### src/mrb_pkg.sv
// Package: mode register bank constants, codes and carriers
package mrb_pkg;

    // ****************************************
    // Mode register indices
    // ****************************************
    localparam logic [7:0] IDX_IO_DRIVE = 8'h03;
    localparam logic [7:0] IDX_TEMP = 8'h04;
    localparam logic [7:0] IDX_MAKER = 8'h05;
    localparam logic [7:0] IDX_REV1 = 8'h06;
    localparam logic [7:0] IDX_REV2 = 8'h07;
    localparam logic [7:0] IDX_GEOM = 8'h08;

    // ****************************************
    // Field positions and reset values
    // ****************************************
    localparam int DRV_MSB = 3;
    localparam int RATE_MSB = 2;
    localparam int HOT_BIT = 2;
    localparam int FLAG_BIT = 7;
    localparam logic [7:0] ZERO_BYTE = 8'h00;

    // Drive strength codes
    localparam logic [3:0] DRV_34 = 4'h1;
    localparam logic [3:0] DRV_40 = 4'h2;
    localparam logic [3:0] DRV_48 = 4'h3;
    localparam logic [3:0] DRV_34PD_40PU = 4'h9;
    localparam logic [3:0] DRV_40PD_48PU = 4'ha;
    localparam logic [3:0] DRV_34PD_48PU = 4'hb;
    localparam logic [3:0] DRV_RESET = DRV_40;

    // Refresh-rate codes
    localparam logic [2:0] RR_LOW_LIMIT = 3'h0;
    localparam logic [2:0] RR_X4 = 3'h1;
    localparam logic [2:0] RR_X2 = 3'h2;
    localparam logic [2:0] RR_X1 = 3'h3;
    localparam logic [2:0] RR_HALF = 3'h4;
    localparam logic [2:0] RR_QTR = 3'h5;
    localparam logic [2:0] RR_QTR_DERATE = 3'h6;
    localparam logic [2:0] RR_HIGH_LIMIT = 3'h7;
    localparam logic [2:0] RR_RESET = RR_X1;

    // ****************************************
    // Types
    // ****************************************
    typedef enum logic [1:0] {
        MRB_IMP_OFF = 2'h0,
        MRB_IMP_34 = 2'h1,
        MRB_IMP_40 = 2'h2,
        MRB_IMP_48 = 2'h3
    } mrb_imp_t;

    typedef struct packed {
        logic wr;
        logic rd;
        logic [7:0] index;
        logic [7:0] data;
    } mrb_cmd_t;

    typedef struct packed {
        logic valid;
        logic [7:0] data;
    } mrb_rsp_t;

    typedef struct packed {
        mrb_imp_t pull_down;
        mrb_imp_t pull_up;
    } mrb_drive_t;

    // Legal drive strength code check
    function automatic logic drv_legal(input logic [3:0] code);
        drv_legal = (code == DRV_34) || (code == DRV_40) || (code == DRV_48) ||
                    (code == DRV_34PD_40PU) || (code == DRV_40PD_48PU) ||
                    (code == DRV_34PD_48PU);
    endfunction

endpackage

### src/mrb_regs.sv
// Mode register bank: drive strength, temperature status, identity
//
// Functional notes
// Index 03h holds a write-only 4-bit drive code, 0001b/0010b/0011b, default 0010b.
// Codes 1001b, 1010b, 1011b give asymmetric strengths; other codes are reserved.
// Index 04h reports a read-only 3-bit refresh-rate field, 000b/111b = limits exceeded.
// Rate codes 001b, 010b, 011b ask for 4x, 2x and 1x refresh intervals.
// Rate codes 100b, 101b, 110b ask for half, quarter, quarter with derating.
// On derating the controller adds 1.875 ns to core row timings.
// Bit 2 of the rate field is one whenever the die is above 85 C.
// Bit 7 of index 04h is set when the rate field changed since the last read.
// A read of index 04h clears the update flag.
// The update flag is zero after power-up.
// The controller treats rate codes 000b and 111b as an alarm.
// Index 05h returns a read-only 8-bit maker code.
// Index 06h returns a read-only 8-bit silicon revision code.
// Index 07h returns a second read-only 8-bit revision code.
// Index 08h bits 1:0 hold the memory type code.
// Index 08h bits 5:2 hold density and bits 7:6 the I/O width.
// Reserved bits read as zero and writes to read-only registers are ignored.
`timescale 1ns/100ps
module mrb_regs #(
    parameter logic [7:0] MAKER_CODE = 8'h5a, // Arbitrary value
    parameter logic [7:0] REV_CODE = 8'h3c, // Arbitrary value
    parameter logic [7:0] REV2_CODE = 8'ha5, // Arbitrary value
    parameter logic [1:0] TYPE_CODE = 2'h2, // Arbitrary value
    parameter logic [3:0] DENSITY_CODE = 4'he, // 6Gb die
    parameter logic [1:0] WIDTH_CODE = 2'h0 // x32
) (
    input wire logic clk_sys, // System clock, 100 MHz
    input wire logic rst_n, // Async reset, active low
    input mrb_pkg::mrb_cmd_t cmd, // Mode register command
    output mrb_pkg::mrb_rsp_t rsp, // Read answer, one cycle later
    input wire logic [2:0] sensor_rate, // Rate code from sensor, async
    output mrb_pkg::mrb_drive_t drive, // Active output impedance
    output logic [3:0] drive_code, // Stored drive code
    output logic temp_hot, // Above 85 C
    output logic derate_req, // Core timing derating needed
    output logic temp_alarm // Operating limit exceeded
);

    // ****************************************
    // Sensor input crossing
    // ****************************************
    logic [2:0] rate_sync;

    // Sensor runs on its own timing, so synchronise first
    mrb_sync #(
        .W(3),
        .RST_VAL(mrb_pkg::RR_RESET)
    ) u_sync (
        .clk_sys(clk_sys),
        .rst_n(rst_n),
        .d(sensor_rate),
        .q(rate_sync)
    );

    // ****************************************
    // Command decode
    // ****************************************
    logic wr_drive;
    logic rd_temp;
    logic code_ok;

    // Strobes for the registers with side effects
    always_comb begin
        wr_drive = cmd.wr && (cmd.index == mrb_pkg::IDX_IO_DRIVE);
        rd_temp = cmd.rd && (cmd.index == mrb_pkg::IDX_TEMP);
        code_ok = mrb_pkg::drv_legal(cmd.data[mrb_pkg::DRV_MSB:0]);
    end

    // ****************************************
    // Drive strength register
    // ****************************************
    logic [3:0] code_q;
    logic [3:0] code_d;
    mrb_pkg::mrb_drive_t drv_dec;
    mrb_pkg::mrb_drive_t drv_q;
    mrb_pkg::mrb_drive_t drv_d;

    // Reserved codes are dropped so the pad never sees them
    always_comb begin
        code_d = code_q;
        if (wr_drive && code_ok) begin
            code_d = cmd.data[mrb_pkg::DRV_MSB:0];
        end
        drv_d = drv_dec;
    end

    // Decode ahead of the flop so the impedance leaves from a register
    mrb_drive_dec u_dec (
        .code(code_d),
        .drive(drv_dec)
    );

    // Code and decoded impedance stay in step
    always_ff @(posedge clk_sys or negedge rst_n) begin
        if (!rst_n) begin
            code_q <= mrb_pkg::DRV_RESET;
            drv_q <= '{mrb_pkg::MRB_IMP_40, mrb_pkg::MRB_IMP_40};
        end else begin
            code_q <= code_d;
            drv_q <= drv_d;
        end
    end

    assign drive = drv_q;
    assign drive_code = code_q;

    // ****************************************
    // Temperature status register
    // ****************************************
    logic [2:0] rate_q;
    logic [2:0] rate_d;
    logic flag_q;
    logic flag_d;
    logic rate_chg;
    logic [2:0] ind_d;
    logic [2:0] ind_q;

    // A change in the same cycle as a read wins over the clear
    always_comb begin
        rate_d = rate_sync;
        rate_chg = (rate_sync != rate_q);
        flag_d = flag_q;
        if (rate_chg) begin
            flag_d = 1'b1;
        end else if (rd_temp) begin
            flag_d = 1'b0;
        end
        ind_d[0] = rate_d[mrb_pkg::HOT_BIT];
        ind_d[1] = (rate_d == mrb_pkg::RR_QTR_DERATE);
        ind_d[2] = (rate_d == mrb_pkg::RR_LOW_LIMIT) ||
                   (rate_d == mrb_pkg::RR_HIGH_LIMIT);
    end

    // Rate resets to nominal so no change is seen at power-up
    always_ff @(posedge clk_sys or negedge rst_n) begin
        if (!rst_n) begin
            rate_q <= mrb_pkg::RR_RESET;
            flag_q <= 1'b0;
            ind_q <= 3'h0;
        end else begin
            rate_q <= rate_d;
            flag_q <= flag_d;
            ind_q <= ind_d;
        end
    end

    assign temp_hot = ind_q[0];
    assign derate_req = ind_q[1];
    assign temp_alarm = ind_q[2];

    // ****************************************
    // Read answer
    // ****************************************
    mrb_pkg::mrb_rsp_t rsp_q;
    mrb_pkg::mrb_rsp_t rsp_d;

    // Write-only and unmapped indices read as zero
    always_comb begin
        rsp_d.valid = cmd.rd;
        rsp_d.data = mrb_pkg::ZERO_BYTE;
        if (cmd.rd) begin
            case (cmd.index)
                mrb_pkg::IDX_TEMP: begin
                    rsp_d.data[mrb_pkg::RATE_MSB:0] = rate_q;
                    rsp_d.data[mrb_pkg::FLAG_BIT] = flag_q;
                end
                mrb_pkg::IDX_MAKER: begin
                    rsp_d.data = MAKER_CODE;
                end
                mrb_pkg::IDX_REV1: begin
                    rsp_d.data = REV_CODE;
                end
                mrb_pkg::IDX_REV2: begin
                    rsp_d.data = REV2_CODE;
                end
                mrb_pkg::IDX_GEOM: begin
                    rsp_d.data = {WIDTH_CODE, DENSITY_CODE, TYPE_CODE};
                end
                default: begin
                    rsp_d.data = mrb_pkg::ZERO_BYTE;
                end
            endcase
        end
    end

    // Answer registered so data leaves from flops
    always_ff @(posedge clk_sys or negedge rst_n) begin
        if (!rst_n) begin
            rsp_q <= '0;
        end else begin
            rsp_q <= rsp_d;
        end
    end

    assign rsp = rsp_q;

    // ****************************************
    // Assertions
    // ****************************************
    logic init_q;
    logic init_d;

    // Marks the first cycle after reset release
    always_comb begin
        init_d = 1'b0;
    end

    // Only the reset branch sets it, so it is high for one edge
    always_ff @(posedge clk_sys or negedge rst_n) begin
        if (!rst_n) begin
            init_q <= 1'b1;
        end else begin
            init_q <= init_d;
        end
    end
endmodule

### src/mrb_sync.sv
// Two-flop synchroniser for the sensor refresh-rate code
`timescale 1ns/100ps
module mrb_sync #(
    parameter int W = 3,
    parameter logic [W-1:0] RST_VAL = '0
) (
    input wire logic clk_sys, // System clock
    input wire logic rst_n, // Async reset, active low
    input wire logic [W-1:0] d, // Asynchronous input
    output logic [W-1:0] q // Synchronised output
);
    logic [W-1:0] meta_q;
    logic [W-1:0] meta_d;
    logic [W-1:0] q_d;

    // First stage feeds only the second
    always_comb begin
        meta_d = d;
        q_d = meta_q;
    end

    // Both stages reset to a constant
    always_ff @(posedge clk_sys or negedge rst_n) begin
        if (!rst_n) begin
            meta_q <= RST_VAL;
            q <= RST_VAL;
        end else begin
            meta_q <= meta_d;
            q <= q_d;
        end
    end
endmodule

### src/mrb_drive_dec.sv
// Decoder from drive strength code to pull-up and pull-down impedance
`timescale 1ns/100ps
module mrb_drive_dec (
    input wire logic [3:0] code, // Drive strength code
    output mrb_pkg::mrb_drive_t drive // Decoded impedance pair
);
    // Symmetric codes drive both halves alike
    always_comb begin
        case (code)
            mrb_pkg::DRV_34: begin
                drive = '{mrb_pkg::MRB_IMP_34, mrb_pkg::MRB_IMP_34};
            end
            mrb_pkg::DRV_40: begin
                drive = '{mrb_pkg::MRB_IMP_40, mrb_pkg::MRB_IMP_40};
            end
            mrb_pkg::DRV_48: begin
                drive = '{mrb_pkg::MRB_IMP_48, mrb_pkg::MRB_IMP_48};
            end
            mrb_pkg::DRV_34PD_40PU: begin
                drive = '{mrb_pkg::MRB_IMP_34, mrb_pkg::MRB_IMP_40};
            end
            mrb_pkg::DRV_40PD_48PU: begin
                drive = '{mrb_pkg::MRB_IMP_40, mrb_pkg::MRB_IMP_48};
            end
            mrb_pkg::DRV_34PD_48PU: begin
                drive = '{mrb_pkg::MRB_IMP_34, mrb_pkg::MRB_IMP_48};
            end
            default: begin
                // Never reached from a stored code; fall back to default
                drive = '{mrb_pkg::MRB_IMP_40, mrb_pkg::MRB_IMP_40};
            end
        endcase
    end
endmodule

### config.mk
export PLATFORM = sky130hd
export DESIGN_NAME = mrb_regs
export DESIGN_NICKNAME = d
export VERILOG_FILES = /design/src/mrb_pkg.sv /design/src/mrb_regs.sv /design/src/mrb_sync.sv /design/src/mrb_drive_dec.sv
export SDC_FILE = /design/constraint.sdc
export NUM_CORES = 1
export LEC_CHECK = 0
export BUFFER_PORTS_ARGS = -buffer_cell sky130_fd_sc_hd__buf_2
export CAP_MARGIN = 20
export CORE_MARGIN = 2
export CORE_UTILIZATION = 49
export CTS_BUF_LIST = sky130_fd_sc_hd__clkbuf_4 sky130_fd_sc_hd__clkbuf_8 sky130_fd_sc_hd__clkbuf_16
export CTS_CLUSTER_DIAMETER = 100
export DETAILED_ROUTE_END_ITERATION = 6
export PLACE_DENSITY = 0.81
export SYNTH_ARGS = -nofsm -noshare
export SYNTH_HDL_FRONTEND = slang
export SYNTH_HIERARCHICAL = 1
export SYNTH_SLANG_ARGS = --single-unit
### constraint.sdc
create_clock -name clk_sys -period 1.7 [get_ports clk_sys]
set_clock_uncertainty 0.1 [all_clocks]
set_input_delay 0.085 -clock clk_sys [delete_from_list [all_inputs] [get_ports clk_sys]]
set_output_delay 0.085 -clock clk_sys [all_outputs]
set_load 0.02 [all_outputs]
==> run metrics, run 1 <==
status=finished, final reports clean; Final nets=157; Syn Area/Cell=13.41 µm²; Worst Hold Depth=3; Clock Root Buffer=clkbuf_4; R2R cell count=2; # Post-CTS Setup Buffers=0; via total after detailed routing=772; worst flop-to-flop path startpoint=u_sync/q[1]$_DFF_PN1_; largest family of logic cells by synthesized area=simple AND/OR/NAND/NOR gates; R2R Path End=flag_q$_DFFE_PN0P_; Place WS=-0.2111 ns; Slew HR=0.6188; worst hold margin=0.03362 ns; post_cts resized=0; Yosys top cell area share=0.4545; final setup fails=0; syn_nets=101; Final period util=0.9232; post-synthesis mux area share=0.04187; Reg2Reg Setup Slack=0.50 ns; Max-Cap Viols=0; drt drc=0; hold_buf cts=11; P&R area growth vs syn=38.76%; Slew @ Worst Pin=0.5718 ns; Fmax achieved=0.6372 GHz; Final Util=0.7323; synthesis-stage register bit count=28; final worst setup slack=0.1306 ns; non-filler cells in the finished layout=160; Cells after Synth=78; top cells by area, synth=dfrtp_1 (45%), dfstp_2 (23%), mux2_2 (3.2%); Detailed Routing Iterations Pass 1=4; Port Buffers=38; post-DP HPWL=1371 µm; Worst Path Required=1.82 ns; share of post-route cells with drive strength above 1=0.4812; Pwr Density=855.1 nW/µm²; Vias/cell=4.825; Peak VDD IR=0.6759 mV; antenna violations before repair=0; min-delay src=cmd[8]; cell taking the most area after synthesis=dfrtp_1; Final Cell Area=1451 µm²; final hold viol count=0; largest net degree at the start of global routing=29; Die Y=50.20 µm; die width=50.20 µm; placed cells=145; XOR/XNOR Fraction of Synth Area=0.02512; Initial Util=0.5278; crit path launch type=input pin; CTS tree=done; antenna fix cells=0; clock-pin transition on the worst setup and hold timing paths=0.14 ns; grt total ovfl=0; Total GRT Usage=0.1813; Clock Path Buffers=2; most common cell in the netlist=dfrtp_1; Hold EP=rsp[1]$_DFF_PN0_; post-route ant nets=0; dominant synthesized flop cell=dfrtp_1; clock tree sinks=28; post-synthesis adder-cell area fraction=0; Clk Latency, worst-skew pair=0.31 ns; Lkg Pwr=0.7184 nW; compound-cell area share of the yosys netlist=0.05861; first-pass GRT wire length=3387 µm; Placer Congestion=0.8658; Ys Warns=6; Post-Synthesis Cell Area=1046 µm²; asr flop ratio synth=1.000; min-delay worst type=input pin to register; Max H-tree Level=1; final total power=1.241 mW; Max FO, Critical Path=4; CP arrival=1.69 ns; 1st-iter DRT viols=2; Worst setup EP type=register; core area=1982 µm²; Yosys cell types=26; sequential-to-total area share from yosys stat=0.6806; commonest cells in the netlist=dfrtp_1 (19), dfstp_2 (9), nand2_1 (8); final WL=1935 µm; full die area=2520 µm²; minimum clock period=1.569 ns; I/O pin count=43; cts bufs inserted=3; Setup CP Type=input pin to register; Routed wire per std cell=12.09 µm; setup TNS=0 ns; count of pins over their slew limit=0; placed inst area=1289 µm²; Post-synth EDFFs=0; vias in the first global route=812; num rows=16; RSZ-0062 raised after global routing=false; simple-gate area share of the yosys netlist=0.1758
[worst max-delay path, cell delays in order]
cell	delay, ns
buf_2	0.10
or4b_4	0.54
nor4b_4	0.35
mux2_2	0.42
mux2i_1	0.15
nor2_1	0.05
[cell usage in the layout (no fill, tap or decap), types with 2 or more instances in the layout]
cell type and count:
dlygate4sd3_1 11, inv_1 2, nand3b_1 2, o21ai_0 2
a21oi_1 5, xor2_1 3, mux2_2 3, buf_4 4
and2b_2 2, dfrtp_1 19, buf_2 38, nand3_1 3
dfstp_2 9, nor2_1 6, clkbuf_4 3, nand2_1 8
[sequential cells by signal, summed over array words and instances (netlist names)]
register       cells
drive_code         4
rate_q             2
flag_q             1
drive              4
u_sync/q           3
rsp                8
ind_q              3
u_sync/meta_q      3
[report_power, final]
group          leakage (nW)  internal [mW]  switching [mW]
clock network        0.0279          0.238           0.182
registers             0.344          0.692          0.0110
logic                 0.347         0.0570          0.0612
[cells by family after synthesis]
group / count (synthesis)
mux: 4
flops: 28
simple gates: 29
buf+inv: 4
xor+xnor: 3
compound gates: 10
[how the worst max path moves through the flow]
stage          startpoint                 end  slack [ns]
3_5_place_dp       cmd[2]  drive[0]$_DFF_PN0_       -0.21
6_report           cmd[2]  drive[0]$_DFF_PN0_        0.13
4_1_cts            cmd[2]  drive[0]$_DFF_PN0_        0.13
2_1_floorplan      cmd[2]  drive[0]$_DFF_PN0_       -0.05
5_1_grt            cmd[1]  drive[0]$_DFF_PN0_        0.06
3_3_place_gp       cmd[2]  drive[0]$_DFF_PN0_       -0.20
[metal layers]
layer	vias to the layer above	global-route usage	part of all wire
li1	377	-	-
met1	368	0.2025	0.36
met2	25	0.3333	0.57
met3	2	0.02679	0.055
met4	0	0.08796	0.0047
met5	-	0	0
[area by class of cell]
| type | instances | area, µm² |
|---|---|---|
| Tap cell | 27 | 33.78 |
| Clock buffer | 3 | 22.52 |
| Fill cell | 144 | 530.5 |
| Clock inverter | 1 | 30.03 |
| Inverter | 2 | 7.507 |
| Multi-Input combinational cell | 46 | 315.3 |
| Timing Repair Buffer | 53 | 330.3 |
| Sequential cell | 28 | 711.9 |
Power figures use the tool's default switching activity.
==> run 2, diff against run 1 <==
--- a/config.mk
+++ b/config.mk
@@ -7,12 +7,14 @@
 export LEC_CHECK = 0
 export BUFFER_PORTS_ARGS = -buffer_cell sky130_fd_sc_hd__buf_2
 export CAP_MARGIN = 20
+export CELL_PAD_IN_SITES_DETAIL_PLACEMENT = 2
+export CELL_PAD_IN_SITES_GLOBAL_PLACEMENT = 2
 export CORE_MARGIN = 2
-export CORE_UTILIZATION = 49
+export CORE_UTILIZATION = 31
 export CTS_BUF_LIST = sky130_fd_sc_hd__clkbuf_4 sky130_fd_sc_hd__clkbuf_8 sky130_fd_sc_hd__clkbuf_16
 export CTS_CLUSTER_DIAMETER = 100
 export DETAILED_ROUTE_END_ITERATION = 6
-export PLACE_DENSITY = 0.81
+export PLACE_DENSITY_LB_ADDON = 0.1
 export SYNTH_ARGS = -nofsm -noshare
 export SYNTH_HDL_FRONTEND = slang
 export SYNTH_HIERARCHICAL = 1
==> run metrics, run 2 (synthesis results as in run 1) <==
status=finished, final reports clean; drt drc=0 (unchanged); commonest non-fill, non-tap cell in the layout=buf_2; I/O pin count=43 (unchanged); Max FO, Critical Path=4 (unchanged); Port Buffers=38 (unchanged); clock-pin transition on the worst setup and hold timing paths=0.16 ns (+0.02 ns); final worst setup slack=0.06587 ns (-0.06472 ns); via total after detailed routing=818 (+6.0%); Final nets=160 (+1.9%); antenna violations before repair=0 (unchanged); antenna fix cells=0 (unchanged); count of pins over their slew limit=0 (unchanged); Max H-tree Level=1 (unchanged); Place WS=-0.2787 ns (-0.06762 ns); max reg flops=8 (unchanged); Slew HR=0.5904 (-0.02844); Fmax achieved=0.6119 GHz (-4.0%); Clock Path Buffers=2 (unchanged); proportion of power drawn by the clock network=0.281 (-0.057); final setup fails=0 (unchanged); largest net degree at the start of global routing=29 (unchanged); post-DP HPWL=1775 µm (+29%); highest-count cells in the layout ignoring fill and taps=buf_2 (38), dfrtp_1 (19), dlygate4sd3_1 (11); Max-Cap Viols=0 (unchanged); Vias/cell=4.495 (-6.8%); share of post-route cells with drive strength above 1=0.4926 (+0.01144); vias in the first global route=837 (+3.1%); Switching Power=266.8 µW (+5.1%); Worst Path Required=1.82 ns (about the same); grt total ovfl=0 (unchanged); first-pass GRT wire length=3857 µm (+14%); CP arrival=1.76 ns (+0.07 ns); Clock Root Buffer=clkbuf_4; die width=62.09 µm (+24%); Worst setup EP type=register; Clk Latency, worst-skew pair=0.33 ns (+0.02 ns); core area=3284 µm² (+66%); full die area=3855 µm² (+53%); Final period util=0.9613 (+0.03807); Total GRT Usage=0.1399 (-0.04139); Peak VDD IR=0.5498 mV (-19%); Placer Congestion=0.7507 (-13%); final WL=2431 µm (+26%); Initial Util=0.3185 (-0.2093); Int Pwr=882.7 µW (-11%); final total power=1.150 mW (-7.4%); min-delay worst type=input pin to register; sw frac=0.2321 (+0.02763); cts bufs inserted=3 (unchanged); Routed wire per std cell=13.36 µm (+10%); CTS tree=done; Lkg Pwr=0.7282 nW (+1.4%); Setup CP Type=input pin to register; 1st-iter DRT viols=24 (+22); Pwr Density=770.1 nW/µm² (-9.9%); final hold viol count=0 (unchanged); Filler Cell Count=342 (+140%); power share of the sequential group=0.611 (+0.044); Die Y=62.09 µm (+24%); P&R area growth vs syn=42.70%; num rows=21 (+5); clock tree sinks=28 (unchanged); minimum clock period=1.634 ns (+0.06472 ns); Logic pwr share=0.107 (+0.012); Slew @ Worst Pin=0.6144 ns (+0.04266 ns); post-route ant nets=0 (unchanged); crit path launch type=input pin; Detailed Routing Iterations Pass 1=3 (-1)
## run 2: changes by cell type in the layout (fill, tap and decap cells not counted)
cell,previous run,this run
buf_4,4,7
bufinv_16,1,0
clkbuf_8,0,1
mux2_2,3,0
mux2_4,0,3
## run 2: per-layer routing
metal / part of all wire / up-vias / GRT usage
met3: 0.068 / 2 / 0.03520
met5: 0 / - / 0
li1: - / 383 / -
met1: 0.40 / 407 / 0.1706
met2: 0.53 / 26 / 0.2411
met4: 0.0078 / 0 / 0.04559
## run 2: metrics by stage
step	hold WS [ns]	cells	instance area, µm²	setup TNS [ns]	utilization
after floorplan	-0.3106	78	1046	-0.04790	-
after global placement	0.03198	165	1320	-0.8020	0.4019
after detailed placement	0.03647	165	1320	-1.035	0.4019
after CTS	0.02547	180	1466	0	0.4465
after global routing	0.02194	182	1493	-0.06111	0.4545
final	0.03663	182	1493	0	0.4545
## run 2: final timing paths
kind / start / to / slack, ns / cells after the start
worst max-delay path: cmd[0] / drive[0]$_DFF_PN0_ / 0.07 / 8
worst min-delay path: cmd[8] / rsp[1]$_DFF_PN0_ / 0.04 / 3
worst max register to register: u_sync/q[1]$_DFF_PN1_ / flag_q$_DFFE_PN0P_ / 0.49 / 2
worst min register to register: u_sync/meta_q[1]$_DFF_PN1_ / u_sync/q[1]$_DFF_PN1_ / 0.27 / 0
max in group asynchronous: rst_n / drive[2]$_DFF_PN0_ / 0.91 / 2
min in group asynchronous: rst_n / rsp[6]$_DFF_PN0_ / 0.19 / 2
## run 2: layout make-up
| class | instances | area [µm²] | share of cell area |
|---|---|---|---|
| repair buffers | 56 | 352.8 | 0.2364 |
| flip-flops and latches | 28 | 711.9 | 0.4769 |
| well taps | 46 | 57.56 | 0.03856 |
| inverters | 2 | 7.507 | 0.005029 |
| multi-input cells | 46 | 326.6 | 0.2188 |
| clock buffers | 4 | 36.28 | 0.02431 |
## run 2: critical path: stages
cell	delay [ns]
dlygate4sd3_1	0.52
buf_2	0.12
nor2_1	0.06
nor4b_4	0.28
buf_4	0.17
mux2_4	0.32
mux2i_1	0.16
nor2_1	0.05
## run 2: repair_timing
action                                 CTS  global route
hold buffers                            11             0
setup buffers                            0             2
setup endpoints to repair                0             1
resized for setup                        0             3
endpoints found under the hold margin   31             0
## run 2: power by group through the flow
stage	Clock, mW	Sequential, mW	Combinational (mW)
final	0.323	0.703	0.124
after global routing	0.373	0.707	0.138
after global placement	0	0.714	0.102
after detailed placement	0	0.715	0.105
after CTS	0.339	0.704	0.125
after floorplan	0	0.725	0.0317
==> run 3, diff against run 2 <==
--- a/config.mk
+++ b/config.mk
@@ -5,15 +5,15 @@
 export SDC_FILE = /design/constraint.sdc
 export NUM_CORES = 1
 export LEC_CHECK = 0
-export BUFFER_PORTS_ARGS = -buffer_cell sky130_fd_sc_hd__buf_2
 export CAP_MARGIN = 20
 export CELL_PAD_IN_SITES_DETAIL_PLACEMENT = 2
 export CELL_PAD_IN_SITES_GLOBAL_PLACEMENT = 2
-export CORE_MARGIN = 2
-export CORE_UTILIZATION = 31
+export CORE_MARGIN = 4
+export CORE_UTILIZATION = 40
 export CTS_BUF_LIST = sky130_fd_sc_hd__clkbuf_4 sky130_fd_sc_hd__clkbuf_8 sky130_fd_sc_hd__clkbuf_16
 export CTS_CLUSTER_DIAMETER = 100
 export DETAILED_ROUTE_END_ITERATION = 6
+export DONT_BUFFER_PORTS = 1
 export PLACE_DENSITY_LB_ADDON = 0.1
 export SYNTH_ARGS = -nofsm -noshare
 export SYNTH_HDL_FRONTEND = slang
==> constraint.sdc (replaced) <==
create_clock -name clk_sys -period 1.7 [get_ports clk_sys]
set_clock_uncertainty 0.1 [all_clocks]
set_input_delay 0.17 -clock clk_sys [delete_from_list [all_inputs] [get_ports clk_sys]]
set_output_delay 0.17 -clock clk_sys [all_outputs]
set_load 0.02 [all_outputs]
==> run metrics, run 3 (synthesis results as in run 1) <==
Max stage delay on crit path=0.53 ns (about the same); Vias/cell=5.405 (+20%); max reg flops=8 (unchanged); Cell Chain, Critical Path=or4b_4, nor4b_4, mux2_2, mux2i_1, nor2_1; Worst Path Required=1.83 ns (about the same); Setup CP Type=input pin to register; cts bufs inserted=3 (unchanged); Clk Latency, worst-skew pair=0.32 ns (about the same); die width=59.14 µm (-4.8%); Filler Cell Count=240 (-30%); multi-input logic area=315.3 µm² (-3.4%); Fmax achieved=0.6331 GHz (+3.5%); Max-Cap Viols=0 (unchanged); Max FO, Critical Path=4 (unchanged); Worst setup EP type=register; worst flop-to-flop path startpoint=ind_q[0]$_DFF_PN0_; Final period util=0.9291 (-0.03217); via total after detailed routing=681 (-17%); Worst Hold Depth=2 (-1); largest net degree at the start of global routing=29 (unchanged); count of pins over their slew limit=0 (unchanged); first-pass GRT wire length=4015 µm (+4.1%); highest-count cells in the layout ignoring fill and taps=dfrtp_1 (19), dlygate4sd3_1 (14), dfstp_2 (9); Final Util=0.5217 (+0.06724); Hold EP=rsp[1]$_DFF_PN0_; CTS tree=done; Clock Root Buffer=clkbuf_4; clock tree sinks=28 (unchanged); Clock Path Buffers=2 (unchanged); Lkg Pwr=0.5518 nW (-24%); min-delay src=cmd[8]; Final nets=120 (-25%); share of post-route cells with drive strength above 1=0.2500 (-0.2426); final setup fails=0 (unchanged); post_cts resized=0 (unchanged); Seq. cell area=711.9 µm² (unchanged); Placer Congestion=0.6645 (-11%); full die area=3497 µm² (-9.3%); Detailed Routing Iterations Pass 1=2 (-1); I/O pin count=43 (unchanged); min-delay worst type=input pin to register; slowest cell on the critical path=or4b_4; antenna violations before repair=0 (unchanged); Slew HR=0.7610 (+0.1706); P&R area growth vs syn=23.56%; antenna fix cells=0 (unchanged); RSZ-0062 raised after global routing=false; Slew @ Worst Pin=0.3588 ns (-0.2557 ns); grt total ovfl=0 (unchanged); Routed wire per std cell=19.90 µm (+49%); num rows=18 (-14%); # Post-CTS Setup Buffers=0 (unchanged); R2R Path End=flag_q$_DFFE_PN0P_; minimum clock period=1.579 ns (-0.05469 ns); Peak VDD IR=0.6518 mV (+19%); placed cells=107 (-35%); CP arrival=1.71 ns (-0.05 ns); Reg2Reg Setup Slack=0.41 ns (-0.08 ns); Die Y=59.14 µm (-4.8%); Pwr Density=956.3 nW/µm² (+24%); clock-pin transition on the worst setup and hold timing paths=0.14 ns (-0.02 ns); post-DP HPWL=1475 µm (-17%); Total GRT Usage=0.1581 (+0.01824); core area=2477 µm² (-25%); status=finished, final reports clean; final hold viol count=0 (unchanged); commonest non-fill, non-tap cell in the layout=dfrtp_1; final WL=2508 µm (+3.2%); Max H-tree Level=1 (unchanged); Initial Util=0.4222 (+0.1037); final total power=1.236 mW (+7.5%); Final Cell Area=1292 µm² (-13%); drt drc=0 (unchanged); 1st-iter DRT viols=9 (-63%); crit path launch type=input pin; vias in the first global route=849 (+1.4%); placed inst area=1080 µm² (-18%); non-filler cells in the finished layout=126 (-31%); post-route ant nets=0 (unchanged); Port Buffers=0 (-100%); R2R cell count=2 (unchanged)
[run 3: timing repair]
action / in CTS / in global routing
endpoints found under the hold margin: 44 / 1
hold buffers: 14 / 2
setup endpoints to repair: 0 / 1
[run 3: worst max-delay path by stage]
stage                              from                 end  slack, ns  cells past startpoint
floorplan                        cmd[2]  drive[0]$_DFF_PN0_      -0.13                      5
global placement                 cmd[2]  drive[0]$_DFF_PN0_      -0.19                      5
detailed placement               cmd[2]  drive[0]$_DFF_PN0_      -0.23                      5
CTS                 rate_q[1]$_DFF_PN1_    rsp[1]$_DFF_PN0_       0.12                      3
global route                     cmd[2]  drive[0]$_DFF_PN0_       0.08                      5
finish                           cmd[2]  drive[0]$_DFF_PN0_       0.12                      5
[run 3: area by class of cell]
type	instances	area share
clock buffer	3	0.01742
tap	30	0.02904
timing repair buffer	16	0.1297
multi-input combinational	46	0.2439
sequential	28	0.5508
inverter	2	0.005808
clock inverter	1	0.02323
[run 3: metal layers]
layer,part of all wire,vias up,track usage
met2,0.54,25,0.3060
met4,0.0036,0,0.06472
met1,0.39,355,0.1535
met5,0,-,0
li1,-,299,-
met3,0.067,2,0.04575
[run 3: per-stage QoR]
step	hold slack, ns	worst slack [ns]	TNS (ns)
CTS	0.009229	0.1157	0
finish	0.01299	0.1206	0
global placement	-0.2250	-0.1934	-0.6223
global route	0.01318	0.07735	0
floorplan	-0.2256	-0.1329	-0.3167
detailed placement	-0.2250	-0.2321	-0.7182
[run 3: power breakdown]
part | internal (mW) | total, mW | switching, mW
clock | 0.238 | 0.431 | 0.193
sequential | 0.693 | 0.718 | 0.0256
combinational | 0.0432 | 0.0867 | 0.0435
[run 3: critical path: cells and delay by family]
kind | cells | cell delay (ns)
muxes | 2 | 0.58
and+or+nand+nor | 3 | 0.95
